## src/core/event_irq_map.svh

```systemverilog
`ifndef EVENT_IRQ_MAP_SVH
`define EVENT_IRQ_MAP_SVH

// ----------------------------------------------------------------------------
// register addresses
// ----------------------------------------------------------------------------
`define ADDR_EVENT_ENABLE 8'h40
`define ADDR_EVENT_FLAGS  8'h41
`define ADDR_EVENT_COPY   8'h42
`define ADDR_COMMAND      8'hEA

// ----------------------------------------------------------------------------
// command codes written to the command register
// ----------------------------------------------------------------------------
`define CMD_UNLOCK        8'hE5
`define CMD_LOCK          8'hDC
`define CMD_SOFT_RESET    8'hFA

// ----------------------------------------------------------------------------
// reset values and implemented-bit masks
// ----------------------------------------------------------------------------
`define ENABLE_RESET      8'h00
`define BYTE_ZERO         8'h00
`define ENABLE_MASK       8'h7F

// ----------------------------------------------------------------------------
// event bit positions, shared by enable, flag and copy registers
// ----------------------------------------------------------------------------
`define EV_UPDATE         0
`define EV_ACTIVE_PULSE   1
`define EV_REACTIVE_PULSE 2
`define EV_ACTIVE_OVF     3
`define EV_CUSTOM_OVF     4
`define EV_ZERO_CROSS     5
`define EV_FREEZE         6
`define EV_COUNT          7
`define COPY_COUNT        6

// ----------------------------------------------------------------------------
// widths and timing
// ----------------------------------------------------------------------------
`define ACC_WIDTH         24
`define CLK_PERIOD_NS     50
`define FREEZE_PERIOD_NS  572139700
`define FREEZE_CYCLES     (`FREEZE_PERIOD_NS / `CLK_PERIOD_NS)

`endif

```

## src/core/event_irq_pkg.sv

```systemverilog
package event_irq_pkg;

  // ----------------------------------------------------------------------------
  // shared types
  // ----------------------------------------------------------------------------
  typedef logic [7:0] reg_byte_t;

  typedef enum logic {
    LOCKED,
    UNLOCKED
  } lock_state_e;

endpackage

```

## src/core/event_tick_if.sv

```systemverilog
`timescale 1ns/1ps

// ----------------------------------------------------------------------------
// one-cycle event pulse from a source module to the interrupt core
// ----------------------------------------------------------------------------
interface event_tick_if;
  logic pulse;

  modport src (output pulse);
  modport dst (input  pulse);
endinterface

```

## src/core/metering_event_interrupt_unit.sv

```systemverilog
// Contract
// - enabled pending event drives irq_n low
// - enable register at 0x40, resets 0x00
// - enable bits 6..0, bit 7 zero
// - results refresh raises update event
// - any event sets its flag bit
// - flags set regardless of enable bits
// - flag register 0x41 read-only, read clears
// - flag bits 6..0, bit 7 zero
// - copy register 0x42, bits 5..0, clear-on-read
// - same register access from SPI or UART
// - writes need 0xE5 to 0xEA first
// - overflow when accumulator wraps to zero
// - periodic freeze copy is freeze event
`timescale 1ns/1ps
`include "event_irq_map.svh"

module metering_event_interrupt_unit #(
  parameter int unsigned ACC_WIDTH     = `ACC_WIDTH,
  parameter int unsigned FREEZE_CYCLES = `FREEZE_CYCLES
) (
  // clock and reset
  input  wire logic                     clk,
  input  wire logic                     sys_rst,
  input  wire logic                     ce,
  // register port shared by the serial front ends
  input  wire event_irq_pkg::reg_byte_t reg_addr,
  input  wire event_irq_pkg::reg_byte_t reg_wdata,
  input  wire logic                     reg_wr,
  input  wire logic                     reg_rd,
  output event_irq_pkg::reg_byte_t      reg_rdata,
  output logic                          reg_rvalid,
  // metering events
  input  wire logic                     results_refresh,
  input  wire logic                     active_pulse_out,
  input  wire logic                     reactive_pulse_out,
  input  wire logic                     zero_cross_evt,
  input  wire logic [ACC_WIDTH-1:0]     active_energy,
  input  wire logic [ACC_WIDTH-1:0]     custom_energy,
  input  wire logic                     freeze_mode,
  // outputs
  output logic                          irq_n,
  output logic                          write_unlock_flag,
  output logic                          freeze_load,
  output logic                          soft_reset
);

  import event_irq_pkg::*;

  // ----------------------------------------------------------------------------
  // parameter check
  // ----------------------------------------------------------------------------
  if (ACC_WIDTH < 2 || FREEZE_CYCLES < 2) begin : g_bad_params
    $error("accumulator width and freeze period must be at least two");
  end

  // ----------------------------------------------------------------------------
  // declarations
  // ----------------------------------------------------------------------------
  reg_byte_t                enable;
  reg_byte_t                flags;
  reg_byte_t                copy;
  reg_byte_t                ev;
  reg_byte_t                next_rdata;
  logic [`EV_COUNT-1:0]     flag_bits;
  logic [`COPY_COUNT-1:0]   copy_bits;
  lock_state_e              lock_state;
  lock_state_e              next_lock_state;
  logic                     active_pulse_q;
  logic                     reactive_pulse_q;
  logic                     soft_rst_q;
  logic                     rd_flags;
  logic                     rd_copy;
  logic                     cmd_wr;
  logic                     en_req;
  logic                     en_wr;

  event_tick_if freeze_tick ();
  event_tick_if active_wrap ();
  event_tick_if custom_wrap ();

  // ----------------------------------------------------------------------------
  // address decode
  // ----------------------------------------------------------------------------
  function automatic logic addr_is(input reg_byte_t addr, input reg_byte_t target);
    return addr == target;
  endfunction

  assign rd_flags = reg_rd && addr_is(reg_addr, `ADDR_EVENT_FLAGS);
  assign rd_copy  = reg_rd && addr_is(reg_addr, `ADDR_EVENT_COPY);
  assign cmd_wr   = reg_wr && addr_is(reg_addr, `ADDR_COMMAND);
  assign en_req   = reg_wr && addr_is(reg_addr, `ADDR_EVENT_ENABLE);
  assign en_wr    = en_req && lock_state == UNLOCKED;

  // ----------------------------------------------------------------------------
  // event sources
  // ----------------------------------------------------------------------------
  freeze_timer #(
    .FREEZE_CYCLES (FREEZE_CYCLES)
  ) u_freeze_timer (
    .clk         (clk),
    .sys_rst     (sys_rst),
    .ce          (ce),
    .freeze_mode (freeze_mode),
    .tick        (freeze_tick.src)
  );

  energy_wrap_detect #(
    .WIDTH (ACC_WIDTH)
  ) u_active_wrap (
    .clk     (clk),
    .sys_rst (sys_rst),
    .ce      (ce),
    .acc     (active_energy),
    .tick    (active_wrap.src)
  );

  energy_wrap_detect #(
    .WIDTH (ACC_WIDTH)
  ) u_custom_wrap (
    .clk     (clk),
    .sys_rst (sys_rst),
    .ce      (ce),
    .acc     (custom_energy),
    .tick    (custom_wrap.src)
  );

  assign freeze_load = freeze_tick.pulse;

  // pulse outputs count once per rising edge
  always_ff @(posedge clk or posedge sys_rst) begin
    if (sys_rst) begin
      active_pulse_q   <= 1'b0;
      reactive_pulse_q <= 1'b0;
    end else if (ce) begin
      active_pulse_q   <= active_pulse_out;
      reactive_pulse_q <= reactive_pulse_out;
    end
  end

  always_comb begin
    ev = `BYTE_ZERO;
    ev[`EV_UPDATE]         = results_refresh;
    ev[`EV_ACTIVE_PULSE]   = active_pulse_out && !active_pulse_q;
    ev[`EV_REACTIVE_PULSE] = reactive_pulse_out && !reactive_pulse_q;
    ev[`EV_ACTIVE_OVF]     = active_wrap.pulse;
    ev[`EV_CUSTOM_OVF]     = custom_wrap.pulse;
    ev[`EV_ZERO_CROSS]     = zero_cross_evt;
    ev[`EV_FREEZE]         = freeze_tick.pulse;
  end

  // ----------------------------------------------------------------------------
  // write protection
  // ----------------------------------------------------------------------------
  // host must unlock first
  always_comb begin
    next_lock_state = lock_state;
    case (lock_state)
      LOCKED: begin
        if (cmd_wr && reg_wdata == `CMD_UNLOCK) begin
          next_lock_state = UNLOCKED;
        end
      end
      UNLOCKED: begin
        if (cmd_wr && reg_wdata == `CMD_LOCK) begin
          next_lock_state = LOCKED;
        end
      end
      default: begin
        next_lock_state = LOCKED;
      end
    endcase
  end

  always_ff @(posedge clk or posedge sys_rst) begin
    if (sys_rst) begin
      lock_state <= LOCKED;
    end else if (ce) begin
      if (soft_rst_q) begin
        lock_state <= LOCKED;
      end else begin
        lock_state <= next_lock_state;
      end
    end
  end

  assign write_unlock_flag = lock_state == UNLOCKED;

  // soft reset command, accepted only while unlocked
  always_ff @(posedge clk or posedge sys_rst) begin
    if (sys_rst) begin
      soft_rst_q <= 1'b0;
    end else if (ce) begin
      soft_rst_q <= cmd_wr && reg_wdata == `CMD_SOFT_RESET && lock_state == UNLOCKED;
    end
  end

  assign soft_reset = soft_rst_q;

  // ----------------------------------------------------------------------------
  // enable register
  // ----------------------------------------------------------------------------
  // enable register reset and write
  always_ff @(posedge clk or posedge sys_rst) begin
    if (sys_rst) begin
      enable <= `ENABLE_RESET;
    end else if (ce) begin
      if (soft_rst_q) begin
        enable <= `ENABLE_RESET;
      end else if (en_wr) begin
        enable <= reg_wdata & `ENABLE_MASK;
      end
    end
  end

  // ----------------------------------------------------------------------------
  // flag and copy registers; a new event beats the read clear
  // ----------------------------------------------------------------------------
  for (genvar i = 0; i < `EV_COUNT; i++) begin : g_flag
    always_ff @(posedge clk or posedge sys_rst) begin
      if (sys_rst) begin
        flag_bits[i] <= 1'b0;
      end else if (ce) begin
        if (soft_rst_q) begin
          flag_bits[i] <= 1'b0;
        end else if (ev[i]) begin
          flag_bits[i] <= 1'b1;
        end else if (rd_flags) begin
          flag_bits[i] <= 1'b0;
        end
      end
    end
  end

  for (genvar i = 0; i < `COPY_COUNT; i++) begin : g_copy
    always_ff @(posedge clk or posedge sys_rst) begin
      if (sys_rst) begin
        copy_bits[i] <= 1'b0;
      end else if (ce) begin
        if (soft_rst_q) begin
          copy_bits[i] <= 1'b0;
        end else if (ev[i]) begin
          copy_bits[i] <= 1'b1;
        end else if (rd_copy) begin
          copy_bits[i] <= 1'b0;
        end
      end
    end
  end

  assign flags = {1'b0, flag_bits};
  assign copy  = {2'b00, copy_bits};

  // ----------------------------------------------------------------------------
  // interrupt pin
  // ----------------------------------------------------------------------------
  // enabled flag pulls low
  assign irq_n = ~|(flags & enable);

  // ----------------------------------------------------------------------------
  // read path
  // ----------------------------------------------------------------------------
  always_comb begin
    next_rdata = `BYTE_ZERO;
    if (addr_is(reg_addr, `ADDR_EVENT_ENABLE)) begin
      next_rdata = enable;
    end else if (addr_is(reg_addr, `ADDR_EVENT_FLAGS)) begin
      next_rdata = flags;
    end else if (addr_is(reg_addr, `ADDR_EVENT_COPY)) begin
      next_rdata = copy;
    end
  end

  always_ff @(posedge clk or posedge sys_rst) begin
    if (sys_rst) begin
      reg_rdata  <= `BYTE_ZERO;
      reg_rvalid <= 1'b0;
    end else if (ce) begin
      reg_rvalid <= reg_rd;
      if (reg_rd) begin
        reg_rdata <= next_rdata;
      end
    end
  end

  // ----------------------------------------------------------------------------
  // checks
  // ----------------------------------------------------------------------------
  irq_on_event_a: assert property (@(posedge clk) disable iff (sys_rst)
    (ce && !soft_rst_q && !en_wr && (ev & enable) != `BYTE_ZERO) |=> !irq_n)
    else $error("enabled event did not assert irq_n");

  locked_write_a: assert property (@(posedge clk) disable iff (sys_rst)
    (ce && en_req && lock_state == LOCKED) |=> $stable(enable))
    else $error("enable register changed while locked");

  enable_write_a: assert property (@(posedge clk) disable iff (sys_rst)
    (ce && en_wr && !soft_rst_q) |=> enable == ($past(reg_wdata) & `ENABLE_MASK))
    else $error("unlocked enable write not stored");

  enable_reserved_a: assert property (@(posedge clk) disable iff (sys_rst)
    (ce && reg_rd && addr_is(reg_addr, `ADDR_EVENT_ENABLE)) |=> !reg_rdata[7])
    else $error("enable bit 7 read as one");

  update_flag_a: assert property (@(posedge clk) disable iff (sys_rst)
    (ce && results_refresh && !soft_rst_q) |=> flags[`EV_UPDATE])
    else $error("refresh did not set update flag");

  flag_set_a: assert property (@(posedge clk) disable iff (sys_rst)
    (ce && !soft_rst_q && ev != `BYTE_ZERO) |=> (flags & $past(ev)) == $past(ev))
    else $error("event lost from flag register");

  disabled_quiet_a: assert property (@(posedge clk) disable iff (sys_rst)
    (ce && enable == `ENABLE_RESET && !en_wr) |=> irq_n)
    else $error("irq_n low with all enables off");

  read_clear_a: assert property (@(posedge clk) disable iff (sys_rst)
    (ce && rd_flags && ev == `BYTE_ZERO) |=> flags == `BYTE_ZERO)
    else $error("flag read did not clear flags");

  read_return_a: assert property (@(posedge clk) disable iff (sys_rst)
    (ce && rd_flags) |=> reg_rvalid && reg_rdata == $past(flags))
    else $error("flag read returned wrong value");

  copy_flag_a: assert property (@(posedge clk) disable iff (sys_rst)
    (ce && !soft_rst_q && zero_cross_evt) ##1 (ce && rd_copy)
      |=> reg_rdata[`EV_ZERO_CROSS] && reg_rdata[7:6] == 2'b00)
    else $error("copy register lost zero crossing");

  unlock_cmd_a: assert property (@(posedge clk) disable iff (sys_rst)
    (ce && !soft_rst_q && cmd_wr && reg_wdata == `CMD_UNLOCK) |=> write_unlock_flag)
    else $error("unlock command not taken");

  irq_release_a: assert property (@(posedge clk) disable iff (sys_rst)
    (ce && rd_flags && ev == `BYTE_ZERO) |=> irq_n)
    else $error("irq_n stayed low after flags cleared");

  freeze_hold_a: assert property (@(posedge clk) disable iff (sys_rst)
    !ce |=> $stable(flags) && $stable(enable) && $stable(lock_state))
    else $error("state moved while clock enable low");

endmodule // metering_event_interrupt_unit

```

## src/core/freeze_timer.sv

```systemverilog
`timescale 1ns/1ps
`include "event_irq_map.svh"

module freeze_timer #(
  parameter int unsigned FREEZE_CYCLES = `FREEZE_CYCLES
) (
  // clock and reset
  input  wire logic       clk,
  input  wire logic       sys_rst,
  input  wire logic       ce,
  // control
  input  wire logic       freeze_mode,
  // event out
  event_tick_if.src       tick
);

  localparam int unsigned CW = $clog2(FREEZE_CYCLES);
  localparam logic [CW-1:0] LAST = CW'(FREEZE_CYCLES - 1);
  localparam logic [CW-1:0] ONE  = CW'(1);

  logic [CW-1:0] count;

  // ----------------------------------------------------------------------------
  // parameter check
  // ----------------------------------------------------------------------------
  if (FREEZE_CYCLES < 2) begin : g_bad_period
    $error("freeze period must be at least two cycles");
  end

  // ----------------------------------------------------------------------------
  // period counter, restarts whenever freezing is off
  // ----------------------------------------------------------------------------
  // periodic freeze copy
  always_ff @(posedge clk or posedge sys_rst) begin
    if (sys_rst) begin
      count <= '0;
    end else if (ce) begin
      if (!freeze_mode || count == LAST) begin
        count <= '0;
      end else begin
        count <= count + ONE;
      end
    end
  end

  always_ff @(posedge clk or posedge sys_rst) begin
    if (sys_rst) begin
      tick.pulse <= 1'b0;
    end else if (ce) begin
      tick.pulse <= freeze_mode && count == LAST;
    end
  end

  // ----------------------------------------------------------------------------
  // checks
  // ----------------------------------------------------------------------------
  freeze_spacing_a: assert property (@(posedge clk) disable iff (sys_rst)
    (ce && tick.pulse) |=> !(ce && tick.pulse))
    else $error("freeze pulses closer than the period");

endmodule // freeze_timer

```

## src/core/energy_wrap_detect.sv

```systemverilog
`timescale 1ns/1ps
`include "event_irq_map.svh"

module energy_wrap_detect #(
  parameter int unsigned WIDTH = `ACC_WIDTH
) (
  // clock and reset
  input  wire logic             clk,
  input  wire logic             sys_rst,
  input  wire logic             ce,
  // accumulator under watch
  input  wire logic [WIDTH-1:0] acc,
  // event out
  event_tick_if.src             tick
);

  logic [WIDTH-1:0] prev;
  logic             primed;

  // ----------------------------------------------------------------------------
  // parameter check
  // ----------------------------------------------------------------------------
  if (WIDTH < 2) begin : g_bad_width
    $error("accumulator width must be at least two bits");
  end

  // ----------------------------------------------------------------------------
  // previous sample; primed keeps the reset value from faking a wrap
  // ----------------------------------------------------------------------------
  always_ff @(posedge clk or posedge sys_rst) begin
    if (sys_rst) begin
      prev   <= '0;
      primed <= 1'b0;
    end else if (ce) begin
      prev   <= acc;
      primed <= 1'b1;
    end
  end

  always_ff @(posedge clk or posedge sys_rst) begin
    if (sys_rst) begin
      tick.pulse <= 1'b0;
    end else if (ce) begin
      tick.pulse <= primed && (&prev) && acc == '0;
    end
  end

  // ----------------------------------------------------------------------------
  // checks
  // ----------------------------------------------------------------------------
  wrap_pulse_a: assert property (@(posedge clk) disable iff (sys_rst)
    (ce && primed && (&prev) && acc == '0) |=> tick.pulse)
    else $error("accumulator wrap did not raise overflow");

endmodule // energy_wrap_detect

```

## config.mk

```make
export PLATFORM = sky130hd
export DESIGN_NAME = metering_event_interrupt_unit
export DESIGN_NICKNAME = d
export VERILOG_FILES = /design/src/core/event_irq_pkg.sv /design/src/core/event_tick_if.sv /design/src/core/metering_event_interrupt_unit.sv /design/src/core/freeze_timer.sv /design/src/core/energy_wrap_detect.sv
export VERILOG_INCLUDE_DIRS = /design/src /design/src/core
export SDC_FILE = /design/constraint.sdc
export NUM_CORES = 1
export LEC_CHECK = 0
export ABC_AREA = 1
export BUFFER_PORTS_ARGS = -buffer_cell sky130_fd_sc_hd__clkbuf_2
export CAP_MARGIN = 20
export CORE_UTILIZATION = 56
export DETAILED_ROUTE_END_ITERATION = 8
export PLACE_DENSITY_LB_ADDON = 0.08
export SYNTH_ARGS = -nofsm -noshare
export SYNTH_HDL_FRONTEND = slang
export SYNTH_HIERARCHICAL = 1
export SYNTH_SLANG_ARGS = --single-unit
```

## constraint.sdc

```tcl
create_clock -name clk -period 1.84 [get_ports clk]
set_input_delay 0.368 -clock clk [delete_from_list [all_inputs] [get_ports clk]]
set_output_delay 0.368 -clock clk [all_outputs]
set_load 0.02 [all_outputs]
```

==> impl_metrics.py <==
metrics = {
    "cts": {
        "clock_sinks": 109,
        "path_clk_slew_ps": 110,
        "htreeDepth": 3,
        "cts_buffer_depth": 2,
        "cts_root_buffer": "clkbuf_8",
        "cts_hold_buf": 0,
        "cts_made_buffers": 9,
        "cts_tree": "built",
        "post_cts_resized": 0,
        "cts_setup_buffers": 0,
        "clk_latency_ps": 390,
    },
    "power": {
        "power.density_nw_per_um2": 716,
        "p_leak_nw": 3.60,
        "ir_worst_vdd_mv": 0.622,
        "p_total_mw": 4.70,
    },
    "detailed_routing": {
        "ant_nets": 0,
        "dr.pass1.iters": 5,
        "vias": 5119,
        "drt_iter0_markers": 222,
        "drc": 0,
        "routedWlPerCell_um": 11.8,
        "wirelength_um": 12200,
        "via_per_inst": 4.95,
    },
    "synth": {
        "ys_warn_count": 6,
        "async_reset_ff_frac": 1.00,
        "syn-num-nets": 882,
        "synth_area_um2": 5740,
        "synth-edff-count": 0,
        "avgSynthCellArea_um2": 7.12,
        "ys_top_cells_by_count": "362 x nand2_1, 109 x dfrtp_1, 98 x nor2_1, 76 x inv_1, 52 x nand3_1",
        "yosys.area.top_type": "dfrtp_1",
        "ys_seq_area_frac": 0.475,
        "synth_top_area_frac": 0.475,
        "synth_seq_cells": 109,
        "synthDistinctLibCells": 35,
        "synth-main-ff-cell": "dfrtp_1",
        "ys_top_cells_by_area": "dfrtp_1 48%, nand2_1 24%, nor2_1 6.4%",
        "netlist_instances": 806,
        "yosysMostFrequentCell": "nand2_1",
    },
    "global_routing": {
        "globalRouteMet2Util": 0.406,
        "top_usage_layer": "met2",
        "met1_usage": 0.334,
        "gr-usage-met3": 0.0632,
        "grt_first_pass_wirelength_um": 20800,
        "grt_max_degree": 45,
        "track_usage": 0.254,
        "overflow": 0,
        "first_global_vias": 4685,
        "antenna_found_initial": 0,
    },
    "timing": {
        "worst_slack_ps": 86.3,
        "final.setup.tns_ps": 0,
        "slew_violations": 0,
        "min_period_over_period": 0.953,
        "whs_ps": 33.5,
        "tightest_slew_ps": 516,
        "hold_viol": 0,
        "setup_viol": 0,
        "fin_crit_ps": 1750,
        "fmax_mhz": 570,
        "rsz0062_at_grt": "false",
        "max_slew_margin": 0.655,
        "skew_ps": 12.7,
    },
    "critical_path": {
        "worstRegToRegCells": 9,
        "rrSetupSlack_ps": 270,
        "crit_path_start_kind": "flip-flop",
        "cp-end-kind": "output port",
        "worstPathArrival_ps": 1390,
        "setup.worst_path.class": "flip-flop to output port",
        "cp.required_ps": 1470,
        "crit_fanout": 3,
        "r2r_start": "u_freeze_timer/count[0]$_DFFE_PP0P_",
        "r2r_end": "u_freeze_timer/count[18]$_DFFE_PP0P_",
    },
    "floorplanning": {
        "chipHeight_um": 103,
        "start_util": 0.582,
        "dieArea_um2": 10700,
        "rows": 36,
        "num_io_pins": 87,
        "chipWidth_um": 103,
        "core-area_um2": 9860,
    },
    "cells_and_area": {
        "final_layout_size_suffix_gt1_frac": 0.166,
        "num_antenna_cells": 0,
        "fin_area_um2": 6560,
        "nets": 974,
        "final_cells": 1035,
        "syn2layout_area_growth_pct": 14.2,
        "utilization": 0.665,
    },
    "placed_design": {
        "dp_slack_ps": 235,
        "io_buffer_count": 85,
        "place_area_um2": 6350,
        "gp_congestion": 0.941,
        "dp_hpwl_um": 9180,
        "placedCellCount": 1020,
    },
    "run": {
        "maxCapViolations": 0,
    },
    "min_path": {
        "hold_path_class": "primary input to asynchronous set/reset pin",
    },
    "outcome": {
        "status": "finished clean",
    },
}
## cells by family (layout without fill, tap and decap cells)
kind of cell / count (synthesis) / after routing / share of synthesized area
AOI/OAI and AO/OA: 28 / 28 / 0.0338
xor gates and xnor gates: 12 / 12 / 0.0183
adders and majority gates: 2 / 2 / 0.00436
buffers and inverters: 101 / 197 / 0.0719
DFF: 109 / 109 / 0.475
other: 1 / 1 / 0.000653
and+or+nand+nor: 553 / 553 / 0.396
## placed cells by master (no fill, tap or decap), drive strengths merged, types with 2 or more instances in the layout
cell | Yosys | layout
nand3 | 54 | 54
nor3 | 6 | 6
nor2 | 107 | 107
nand3b | 4 | 4
clkinv | 1 | 2
or2 | 4 | 4
nand2 | 370 | 370
xor2 | 8 | 8
inv | 82 | 86
nand4 | 7 | 7
a21oi | 3 | 3
ha | 2 | 2
o21a | 2 | 2
dfrtp | 109 | 109
o21ai | 18 | 18
clkbuf | 11 | 93
buf | 7 | 15
xnor2 | 4 | 4
## state kept, by name, indices dropped and copies added (netlist names), 6 cells and up
| register | count |
|---|---|
| copy | 6 |
| enable | 7 |
| u_custom_wrap/prev | 24 |
| u_freeze_timer/count | 24 |
| reg_rdata | 7 |
| u_active_wrap/prev | 24 |
| flag_bits | 7 |
## cell type report
type	instances	area, um2
clock buffer	9	124
clock inverter	6	76.3
fill	887	3310
inverter	83	312
multi-input combinational	596	2610
sequential	109	2730
tap	133	166
timing repair buffer	99	546
## where the power goes
| group | internal [mW] | switching [mW] | leakage, nW |
|---|---|---|---|
| clock network | 0.648 | 0.837 | 0.103 |
| logic | 0.214 | 0.343 | 2.11 |
| registers | 2.55 | 0.107 | 1.39 |
| total | 3.41 | 1.29 | 3.60 |
## worst max-delay path: stages, from the launching register on
cell,delay (ps)
dfrtp_1,440
nand2_1,90
nand4_1,110
a211oi_2,210
buf_4,170
## worst max-delay path by stage
stage | endpoint | depth (start not counted) | slack [ps] | start
floorplan | irq_n | 2 | 340 | enable[1]$_DFFE_PP0P_
global placement | u_freeze_timer/count[18]$_DFFE_PP0P_ | 8 | 260 | ce
detailed placement | u_freeze_timer/count[18]$_DFFE_PP0P_ | 8 | 230 | ce
CTS | irq_n | 3 | 20 | enable[1]$_DFFE_PP0P_
global route | irq_n | 4 | 10 | flag_bits[3]$_DFFE_PP0P_
finish | irq_n | 4 | 90 | enable[5]$_DFFE_PP0P_
## per-layer routing
layer | vias to the layer above | routed length [um] | part of all wire
li1 | 2636 | - | -
met3 | 22 | 700 | 0.057
met2 | 151 | 5720 | 0.47
met4 | 0 | 217 | 0.018
met5 | - | 0 | 0
met1 | 2310 | 5610 | 0.46
(Power assumes the default switching activity.)
